==> src/common/ext_irq_pkg.sv <==
/*
 * Shared constants and types for the external interrupt control block.
 * Assumes a 32-bit APB register bus and a single 50 MHz clock.
 */
package ext_irq_pkg;

   // ************************************************************
   // Register map
   // ************************************************************
   // Printed offsets are not all multiples of four, so they act as word indices.
   localparam logic [11:0] clock_enable_index = 12'hf77;
   localparam logic [11:0] irq1_control_index = 12'hfd8;
   localparam logic [13:0] clock_enable_addr = {clock_enable_index, 2'h0};
   localparam logic [13:0] irq1_control_addr = {irq1_control_index, 2'h0};
   localparam int addr_width = 14;

   // ************************************************************
   // Field layouts and reset values
   // ************************************************************
   localparam int num_inputs = 6;
   localparam int sample_sel_lsb = 0;
   localparam int edge_sel_lsb = 2;
   localparam int level_snap_pos = 4;
   localparam logic [5:0] clock_enable_reset = 6'h00;
   localparam logic [1:0] edge_sel_reset = 2'h0;
   localparam logic [1:0] sample_sel_reset = 2'h0;

   // ************************************************************
   // Encodings
   // ************************************************************
   localparam logic [1:0] edge_rising = 2'h0;
   localparam logic [1:0] edge_falling = 2'h1;
   localparam logic [1:0] edge_both = 2'h2;
   localparam logic [1:0] edge_reserved = 2'h3;

   // ************************************************************
   // Timing constants
   // ************************************************************
   // Gear clock divisors as powers of two for sample select codes 0 to 3.
   localparam logic [3:0] gear_div_log2_tab = 4'h0;
   localparam int low_freq_div = 4;
   localparam int filter_hold_ticks = 3;

   // Control fields of the interrupt 1 control register.
   typedef struct packed {
      logic [1:0] edge_sel;
      logic [1:0] sample_sel;
   } irq1_ctrl_t;

endpackage

==> src/external_interrupt_control.sv <==
/*
 * External interrupt control: a clock-enable register for six inputs, a
 * noise canceller and edge detector per input, and the interrupt 1 control
 * register, all behind an APB slave.
 * Assumes pins are asynchronous, the gear clock equals pclk, and the CPU
 * side acknowledges each latch with a one-cycle accept pulse.
 */
// Behaviour
// - Six enable bits, cleared at reset, gate each input's interrupt logic.
// - Control register writes are lost while input 1 is disabled.
// - Toggling an enable bit may raise a spurious request.
// - Enable register bits seven and six read as zero.
// - Status bit captures filtered level when interrupt 1 request fires.
// - Edge select: 00 rising, 01 falling, 10 both, 11 reserved.
// - At full speed, sample at gear clock divided by 1, 4, 8, 16.
// - At low speed, sample at low clock divided by four always.
// - Mode changes may raise a spurious request.
// - Writing the interrupt 1 control register may raise a spurious request.
// - Control register bits seven to five read zero; reset is zero.
// - Detectors see only the noise canceller output.
// - A latch holds until accepted, cleared by software, or reset.
`timescale 1ns/10ps
module external_interrupt_control #(
   parameter int inputs = ext_irq_pkg::num_inputs,
   parameter int hold_ticks = ext_irq_pkg::filter_hold_ticks
) (
   input wire logic pclk,
   input wire logic presetn,
   input wire logic psel,
   input wire logic penable,
   input wire logic pwrite,
   input wire logic [31:0] paddr,
   input wire logic [31:0] pwdata,
   output logic [31:0] prdata,
   output logic pready,
   output logic pslverr,
   input wire logic [5:0] irq_pin,
   input wire logic low_speed_mode,
   input wire logic low_freq_clock,
   input wire logic [5:0] latch_accept,
   input wire logic [5:0] latch_clear,
   output logic [5:0] irq_latch,
   output logic [5:0] filtered_level
);
   import ext_irq_pkg::*;

   initial begin
      if (inputs != num_inputs) begin
         $error("inputs must equal six");
      end
      if (hold_ticks < 1) begin
         $error("hold_ticks must be at least one");
      end
   end

   // ************************************************************
   // Register bus decode
   // ************************************************************
   logic [5:0] input_enable_bit;
   irq1_ctrl_t irq1_ctrl;
   logic filtered_level_snapshot;

   // An aligned word inside the decoded window; anything else is unmapped.
   function automatic logic word_hit(input logic [31:0] addr,
         input logic [addr_width-1:0] target);
      return addr[1:0] == 2'h0 && addr[31:addr_width] == '0 &&
         addr[addr_width-1:0] == target;
   endfunction

   wire access = psel && penable;
   wire hit_enable = word_hit(paddr, clock_enable_addr);
   wire hit_ctrl1 = word_hit(paddr, irq1_control_addr);
   wire mapped = hit_enable || hit_ctrl1;
   wire wr_enable = access && pwrite && hit_enable;
   wire wr_ctrl1 = access && pwrite && hit_ctrl1;

   // The slave answers in the first access cycle; unmapped addresses error.
   assign pready = 1'b1;
   assign pslverr = access && !mapped;

   wire [31:0] enable_word = {26'h0, input_enable_bit};
   wire [31:0] ctrl1_word = {27'h0, filtered_level_snapshot,
      irq1_ctrl.edge_sel, irq1_ctrl.sample_sel};
   wire [31:0] read_word = hit_enable ? enable_word :
      (hit_ctrl1 ? ctrl1_word : 32'h0);

   // Read data is registered so it comes from a flip-flop.
   always_ff @(posedge pclk or negedge presetn) begin
      if (!presetn) begin
         prdata <= 32'h0;
      end else if (psel && !penable && !pwrite) begin
         prdata <= read_word;
      end
   end

   // ************************************************************
   // Clock enable register
   // ************************************************************
   // Enable bits reset clear.
   // Toggle glitch permitted.
   // Writes act at once; a frozen filter may catch up and fire on re-enable.
   always_ff @(posedge pclk or negedge presetn) begin
      if (!presetn) begin
         input_enable_bit <= clock_enable_reset;
      end else if (wr_enable) begin
         input_enable_bit <= pwdata[5:0];
      end
   end

   // ************************************************************
   // Interrupt 1 control register
   // ************************************************************
   // Writes need enable.
   // The write is dropped rather than stored, as the register is unclocked then.
   // Rewrite glitch permitted.
   always_ff @(posedge pclk or negedge presetn) begin
      if (!presetn) begin
         irq1_ctrl.edge_sel <= edge_sel_reset;
         irq1_ctrl.sample_sel <= sample_sel_reset;
      end else if (wr_ctrl1 && input_enable_bit[1]) begin
         irq1_ctrl.edge_sel <= pwdata[edge_sel_lsb +: 2];
         irq1_ctrl.sample_sel <= pwdata[sample_sel_lsb +: 2];
      end
   end

   // ************************************************************
   // Pin and low clock synchronisers
   // ************************************************************
   logic [6:0] sync_a;
   logic [6:0] sync_b;
   logic low_clk_prev;

   // Two stages per asynchronous input; only sync_b feeds any logic.
   always_ff @(posedge pclk or negedge presetn) begin
      if (!presetn) begin
         sync_a <= 7'h00;
         sync_b <= 7'h00;
         low_clk_prev <= 1'b0;
      end else begin
         sync_a <= {low_freq_clock, irq_pin};
         sync_b <= sync_a;
         low_clk_prev <= sync_b[6];
      end
   end

   wire [5:0] pin_sync = sync_b[5:0];
   wire low_clk_rise = sync_b[6] && !low_clk_prev;

   // ************************************************************
   // Sample tick dividers
   // ************************************************************
   logic [3:0] gear_count;
   logic [1:0] low_count;

   // Free-running dividers; a tick is a one-cycle enable pulse.
   always_ff @(posedge pclk or negedge presetn) begin
      if (!presetn) begin
         gear_count <= 4'h0;
         low_count <= 2'h0;
      end else begin
         gear_count <= gear_count + 4'h1;
         if (low_clk_rise) begin
            low_count <= low_count + 2'h1;
         end
      end
   end

   // Mask of low gear counter bits that must be zero for a tick.
   function automatic logic [3:0] gear_mask(input logic [1:0] sel);
      logic [3:0] m;
      m = 4'h0;
      unique case (sel)
         2'h0: m = 4'h0;
         2'h1: m = 4'h3;
         2'h2: m = 4'h7;
         2'h3: m = 4'hf;
      endcase
      return m;
   endfunction

   wire low_tick = low_clk_rise && low_count == 2'(low_freq_div - 1);
   // Inputs other than 1 have no control register here, so they sample at full rate.
   wire gear_tick_base = (gear_count & gear_mask(sample_sel_reset)) == 4'h0;
   wire gear_tick_1 = (gear_count & gear_mask(irq1_ctrl.sample_sel)) == 4'h0;

   // Request condition of one input from its edge code and filtered history.
   function automatic logic edge_match(input logic [1:0] code, input logic now,
         input logic was);
      logic hit;
      hit = 1'b0;
      unique case (code)
         edge_rising: hit = now && !was;
         edge_falling: hit = !now && was;
         edge_both: hit = now != was;
         edge_reserved: hit = 1'b0;
      endcase
      return hit;
   endfunction

   // ************************************************************
   // Filters, edge detectors and latches
   // ************************************************************
   logic [5:0] filt_prev;
   logic [5:0] edge_hit;
   wire [5:0] filt;

   genvar i;
   generate
      for (i = 0; i < 6; i++) begin : g_in
         // Mode switch glitch permitted.
         // The filter keeps its count across a rate change, so one hold may be short.
         wire tick_i = low_speed_mode ? low_tick :
            (i == 1 ? gear_tick_1 : gear_tick_base);
         noise_filter #(
            .hold_ticks(hold_ticks)
         ) u_filter (
            .pclk(pclk),
            .presetn(presetn),
            .run(input_enable_bit[i]),
            .tick(tick_i),
            .raw(pin_sync[i]),
            .filtered(filt[i])
         );
         wire [1:0] es = (i == 1) ? irq1_ctrl.edge_sel : edge_sel_reset;
         // Edge selection; reserved code never fires.
         assign edge_hit[i] = input_enable_bit[i] && edge_match(es, filt[i], filt_prev[i]);
      end
   endgenerate

   wire [5:0] latch_drop = latch_accept | latch_clear;

   // Latch holds; a new edge wins over a clear in the same cycle.
   always_ff @(posedge pclk or negedge presetn) begin
      if (!presetn) begin
         filt_prev <= 6'h00;
         irq_latch <= 6'h00;
         filtered_level <= 6'h00;
      end else begin
         filt_prev <= filt;
         irq_latch <= edge_hit | (irq_latch & ~latch_drop);
         filtered_level <= filt;
      end
   end

   always_ff @(posedge pclk or negedge presetn) begin
      if (!presetn) begin
         filtered_level_snapshot <= 1'b0;
      end else if (edge_hit[1]) begin
         filtered_level_snapshot <= filt[1];
      end
   end
endmodule

==> src/noise_filter.sv <==
/*
 * Noise canceller for one external input: the filtered output follows the
 * input once it has held one level for a fixed count of sample ticks.
 * Assumes the input is already synchronised to pclk.
 */
`timescale 1ns/10ps
module noise_filter #(
   parameter int hold_ticks = 3
) (
   input wire logic pclk,
   input wire logic presetn,
   input wire logic run,
   input wire logic tick,
   input wire logic raw,
   output logic filtered
);
   import ext_irq_pkg::*;

   localparam int cw = $clog2(hold_ticks + 1);

   initial begin
      if (hold_ticks < 1) begin
         $error("hold_ticks must be at least one");
      end
   end

   logic [cw-1:0] count;
   wire differs = raw != filtered;
   wire at_limit = count == cw'(hold_ticks - 1);

   // ************************************************************
   // Stable-level counter
   // ************************************************************
   // Hold count filter.
   // A stopped clock gate (run low) freezes the filter as real gating would.
   always_ff @(posedge pclk or negedge presetn) begin
      if (!presetn) begin
         count <= '0;
         filtered <= 1'b0;
      end else if (run && tick) begin
         if (!differs) begin
            count <= '0;
         end else if (at_limit) begin
            count <= '0;
            filtered <= raw;
         end else begin
            count <= count + cw'(1);
         end
      end
   end
endmodule
==> config.mk <==
export PLATFORM = sky130hd
export DESIGN_NAME = external_interrupt_control
export DESIGN_NICKNAME = d
export VERILOG_FILES = /design/src/common/ext_irq_pkg.sv /design/src/external_interrupt_control.sv /design/src/noise_filter.sv
export SDC_FILE = /design/constraint.sdc
export NUM_CORES = 1
export LEC_CHECK = 0
export CORE_UTILIZATION = 62
export CTS_CLUSTER_DIAMETER = 120
export DETAILED_ROUTE_END_ITERATION = 10
export DONT_BUFFER_PORTS = 1
export GPL_ROUTABILITY_DRIVEN = 0
export PLACE_DENSITY = 0.74
export SYNTH_ARGS = -nofsm -noshare
export SYNTH_HDL_FRONTEND = slang
export SYNTH_HIERARCHICAL = 1
export SYNTH_SLANG_ARGS = --single-unit
==> constraint.sdc <==
create_clock -name pclk -period 1.8 [get_ports pclk]
set_input_delay 0.18 -clock pclk [delete_from_list [all_inputs] [get_ports pclk]]
set_output_delay 0.18 -clock pclk [all_outputs]
set_load 0.01 [all_outputs]
# Yosys cells after proc, flatten, opt, wreduce, memory -nomap -nowiden
# Cells that the tools add are included.
# op_classes
addsub,8
n_eq_ne,22
n_mux,18
bitwise_logic,5
reduce_logical,55
# ops
op,count
$logic_and 1x1->1,32
$eq 14x14->1 const B,2
$mux 2,12
$eq 2x2->1 const B,11
$logic_not 18->1,1
$reduce_and 3->1,6
$pmux 4 s4,1
$add 2x1->2 const B,7
$or 6x6->6,2
$logic_not 1->1,11
$ne 1x1->1,7
$and 6x6->6,1
$logic_not 2->1,3
$mux 6,1
$not 6->6,1
$mux 5,1
$add 4x1->4 const B,1
$and 4x4->4,1
$eq 2x1->1 const B,2
$logic_not 4->1,1
$pmux 1 s4,1
$mux 1,2
$logic_or 1x1->1,1
# word_totals
ff_bits,94
inputBits,89
out_inout_bits,46

# Depth between registers and ports, before layout
# depth
ltp_word,7
depth_mapped,6
mapped_depth_nobuf,6

# By module
# The synthesis kept the hierarchy.
# modules_own_cells
module,n_inst,cells_each,area_per_inst_um2,seq_area_each_um2
external_interrupt_control,1,177,2180.8,1251.2
noise_filter,6,11,150.1,75.1

# Least setup slack after synthesis
# OpenSTA, ideal clock, no wires.
# synth_timing
path_kind,register to register
start,register low_clk_prev
end,register g_in[0].u_filter.filtered
arrival_time_ns,1.380
path_slack_ns,0.293
path_stages_with_launch,6
n_path_buf,0
period_less_slack_ns,1.507
cell_sequence,dfrtp_1 > nor2b_1 > nand2_1 > nand2_1 > nand4b_1 > mux2_1
# synth_via
elab_chain_cells,6
# synth_rtl
item,line,text
"start, declared",external_interrupt_control.sv:131,logic low_clk_prev;
"start signal, assigned",external_interrupt_control.sv:142,low_clk_prev <= sync_b[6];
$logic_not 1->1,external_interrupt_control.sv:147,wire low_clk_rise = sync_b[6] && !low_clk_prev;
$logic_and 1x1->1,external_interrupt_control.sv:147,
$logic_and 1x1->1,external_interrupt_control.sv:181,wire low_tick = low_clk_rise && low_count == 2'(low_freq_div - 1);
$mux 1,external_interrupt_control.sv:212,wire tick_i = low_speed_mode ? low_tick :
net g_in[0].tick_i,external_interrupt_control.sv:212,
$logic_and 1x1->1,noise_filter.sv:40,end else if (run && tick) begin
$reduce_and 3->1 (no line),-,
"end signal, assigned",noise_filter.sv:45,filtered <= raw;
"end, declared",noise_filter.sv:15,output logic filtered
# The timed path passes the listed nets, and every way through them passes these cells.
# A chain may end at the register's enable or synchronous reset.

# Worst setup path in the final report
# layout_timing
start,register gear_count[1]
end,register g_in[1].u_filter.filtered
# layout_via
elab_chain_cells,5
# layout_rtl
item,line,text
"start, declared",external_interrupt_control.sv:152,logic [3:0] gear_count;
"start signal, assigned",external_interrupt_control.sv:161,gear_count <= gear_count + 4'h1;
$and 4x4->4,external_interrupt_control.sv:184,wire gear_tick_1 = (gear_count & gear_mask(irq1_ctrl.sample_sel)) == 4'h0;
$logic_not 4->1,external_interrupt_control.sv:184,
$mux 1,external_interrupt_control.sv:212,
net g_in[1].tick_i,external_interrupt_control.sv:212,
$logic_and 1x1->1,noise_filter.sv:40,
$reduce_and 3->1 (no line),-,
"end signal, assigned",noise_filter.sv:45,
"end, declared",noise_filter.sv:15,
# The timed path passes the listed nets, and every way through them passes these cells.

==> impl_results.rst <==
.. list-table::
   :header-rows: 1

   * - Metric
     - Value
   * - Status
     - finished clean
   * - Initial Util
     - 0.648
   * - Library cell with the largest summed area after synthesis
     - dfrtp_1
   * - Pin count of the biggest net entering global routing
     - 69
   * - CP Data Required Time
     - 2.01 ns
   * - Clock Skew
     - 0.00661 ns
   * - Iteration-0 DRC count of the detailed router
     - 111
   * - Total of cells resized after clock tree synthesis
     - 0
   * - X dimension of the die
     - 72.5 µm
   * - Maximum fanout encountered on the critical timing path
     - 4
   * - Share of the core filled with cells in the final layout
     - 0.730
   * - Cell total after placement
     - 309
   * - Worst-skew pair later-pin latency
     - 0.33 ns
   * - Proportion of netlist area held by the largest area contributor
     - 0.552
   * - Clock share of power
     - 0.435
   * - Post-detailed-placement half-perimeter wirelength
     - 3810 µm
   * - Number of flops mapped to enable cells by yosys
     - 0
   * - Antenna diodes
     - 0
   * - Mean instance size in the synthesized netlist
     - approximately 13 µm²
   * - Total gr overflow
     - 0
   * - Path category of the worst min-delay check
     - in -> reg
   * - IR drop worst, VDD
     - 0.000613 V
   * - Core Rows
     - 25
   * - Share of post-route cells with drive strength above 1
     - 0.186
   * - Synth area leaders
     - dfrtp_1, buf_4, mux2_4, and4bb_2, nand2_1
   * - Leak
     - 1.64 nW
   * - Sum Neg Setup Slack
     - 0 ns
   * - Worst reg-to-reg path cell count
     - 6
   * - Final period demand of the worst path
     - between 1.5 and 2 ns
   * - CTS tree
     - yes
   * - Period utilisation layout
     - 0.898
   * - Count of antenna-violating nets left after detailed routing
     - 0
   * - Worst reg2reg startpoint
     - gear_count[1]
   * - WP data arrival
     - 1.83 ns
   * - Fraction of the yosys area taken by sequential cells
     - 0.552
   * - Synthesis-to-finish area growth
     - 12.7%
   * - Final setup violation count
     - 0
   * - Main synth FF type
     - dfrtp_1
   * - Yosys synthesis warning count
     - 6
   * - Internal power of the cells
     - 0.00246 W
   * - Sequential cell fraction of total power
     - 0.506
   * - Number of flip-flops and latches in the synthesized netlist
     - just under 70
   * - Min-Delay Path Depth
     - 3
   * - Floorplan die area
     - 5260 µm²
   * - Net Sw Power
     - a little under 0.0007 W
   * - Instance count of the mapped netlist
     - 243
   * - Crit start category
     - flip-flop
   * - Leading post-synthesis cells by instance count
     - dfrtp_1, buf_4, nand2_1, nor2_1, xor2_1
   * - Post-Synthesis Cell Area
     - 3080 µm²
   * - Max Freq
     - 618 MHz
   * - Die Span Y
     - 72.5 µm
   * - Total of max-cap violations
     - 0
   * - End of the worst register-to-register path
     - g_in[1].u_filter/filtered
   * - First-pass iteration count of the detailed router
     - 4
   * - Core Region
     - between 4000 and 5000 µm²
   * - Setup slack of the worst register-to-register path
     - around 0.18 ns
   * - All-layer global routing usage
     - 0.224
   * - Maximum clock path buffer count
     - 2
   * - Post-layout net count
     - around 360
   * - Part of the total power dissipated in combinational logic
     - 0.060
   * - Average routed wire per standard cell
     - 16.1 µm
   * - Total routed wirelength
     - 5480 µm
   * - Clock root cell
     - clkbuf_8
   * - Worst setup path category
     - reg -> reg
   * - DRC viols
     - 0
   * - Most common cell in the synthesized netlist
     - dfrtp_1
   * - Antenna violations before repair
     - 0
   * - Number of slew-limit violations in the final report
     - 0
   * - Number of global-route vias before repair
     - 1904
   * - Post-synth cell types
     - 41
   * - End point of the worst hold path
     - irq_latch[5]
   * - Ys async rst share
     - 1.00
   * - Number of clock sinks seen by CTS
     - 68
   * - Switching share of power
     - 0.217
   * - CTS H-Tree Depth
     - 3
   * - Clock-pin slew reported for the worst setup and hold paths after clock tree synthesis
     - 0.07 ns
   * - Hold Violations, Final
     - 0
   * - Count of input and output buffers
     - 0
   * - Number of buffers inserted during clock tree synthesis
     - 9
   * - Total via count in the routed design
     - 1924
   * - Power density of the placed cells
     - 905 nW/µm²
   * - Mean number of vias per cell
     - 5.64
   * - Worst Min Path Start
     - latch_accept[5]
   * - Global-route wire length before repair
     - 8640 µm
   * - Count of placed standard cells in the final layout, fillers left out
     - around 340
   * - RSZ-0062 raised after global routing
     - no
   * - CP endpoint kind
     - flip-flop
   * - Number of primary I/O pins
     - ~140
## layout by cell type, fill, tap and decap left out, drive strengths merged, types with 8 or more instances in the layout
cell type	Yosys	layout
conb	2	27
and4b	8	8
xor2	8	8
dlygate4sd3	0	15
mux2	18	18
and4bb	8	8
clkbuf	1	12
nor2	10	10
nand2	20	20
a22o	12	12
dfrtp	68	68
## stage by stage
step	total power, W	hold slack, ns	setup slack, ns	instance area, µm²
after CTS	0.00318	0.00303	0.149	3470
after detailed placement	0.00174	-0.114	0.154	3080
after floorplan	0.00175	-0.116	0.293	3180
after global placement	0.00173	-0.114	0.207	3080
after global routing	0.00328	0.0190	0.0714	3470
final	0.00314	0.0188	0.183	3470
## final cells by class
cell class | instances | area [µm²]
multi-input cells | 162 | 1210
fillers | 336 | 1280
clock buffers | 12 | 145
inverters | 7 | 26.3
clock inverters | 4 | 72.6
repair buffers | 21 | 228
well taps | 67 | 83.8
flip-flops and latches | 68 | 1700
## worst max-delay path: stages (launching register included)
cell	delay [ns]
dfrtp_1	0.41
a211o_1	0.28
nand2_1	0.06
a21oi_1	0.05
a21oi_1	0.22
nand4b_1	0.14
mux2_1	0.33
## cell families (layout without fill, tap and decap cells)
logic type | count (synthesis) | in the layout | share of synthesized area
other cells | 2 | 27 | 0.00244
simple gates | 69 | 69 | 0.153
compound gates | 34 | 34 | 0.0905
xor+xnor | 9 | 9 | 0.0256
fa+ha+maj | 4 | 4 | 0.0162
flops | 68 | 68 | 0.552
buf+inv | 38 | 44 | 0.0840
mux | 19 | 19 | 0.0763
## routing by layer
metal / vias to the layer above / share of wire / track usage
li1: 887 / - / -
met1: 946 / 0.41 / 0.260
met2: 83 / 0.51 / 0.385
met3: 8 / 0.067 / 0.0583
met4: 0 / 0.017 / 0.111
met5: - / 0 / 0
## power groups by stage
stage / logic (W) / registers, W / clock network, W
2_1_floorplan: 0.000137 / 0.00161 / 0
6_report: 0.000187 / 0.00159 / 0.00137
3_5_place_dp: 0.000124 / 0.00162 / 0
3_3_place_gp: 0.000118 / 0.00162 / 0
4_1_cts: 0.000191 / 0.00159 / 0.00140
5_1_grt: 0.000215 / 0.00160 / 0.00147
## worst max-delay path by stage
stage                               from                   endpoint  slack, ns  depth (start not counted)
6_report                   gear_count[1]  g_in[1].u_filter/filtered       0.18                          6
3_5_place_dp   g_in[1].u_filter/filtered    filtered_level_snapshot       0.15                          6
5_1_grt                    gear_count[1]  g_in[1].u_filter/filtered       0.07                          6
4_1_cts        g_in[1].u_filter/filtered    filtered_level_snapshot       0.15                          6
2_1_floorplan               low_clk_prev  g_in[0].u_filter/filtered       0.29                          5
3_3_place_gp   g_in[1].u_filter/filtered    filtered_level_snapshot       0.21                          6
## repair_timing
item,in CTS,in global routing
setup buffers,0,0
endpoints found under the hold margin,86,0
hold buffers,16,0
endpoints found under the setup margin,0,0
## state kept, by name, summed over array words and instances, names as in the netlist
| register | flops |
|---|---|
| filt_prev | 6 |
| sync_b | 7 |
| sync_a | 7 |
| input_enable_bit | 6 |
| low_count | 2 |
| prdata | 6 |
| g_in.u_filter/filtered | 6 |
| g_in.es | 2 |
| filtered_level_snapshot | 1 |
| irq_latch | 6 |
| g_in.u_filter/count | 12 |
| ctrl1_word | 2 |
| gear_count | 4 |
| low_clk_prev | 1 |
Power figures use the tool's default switching activity.
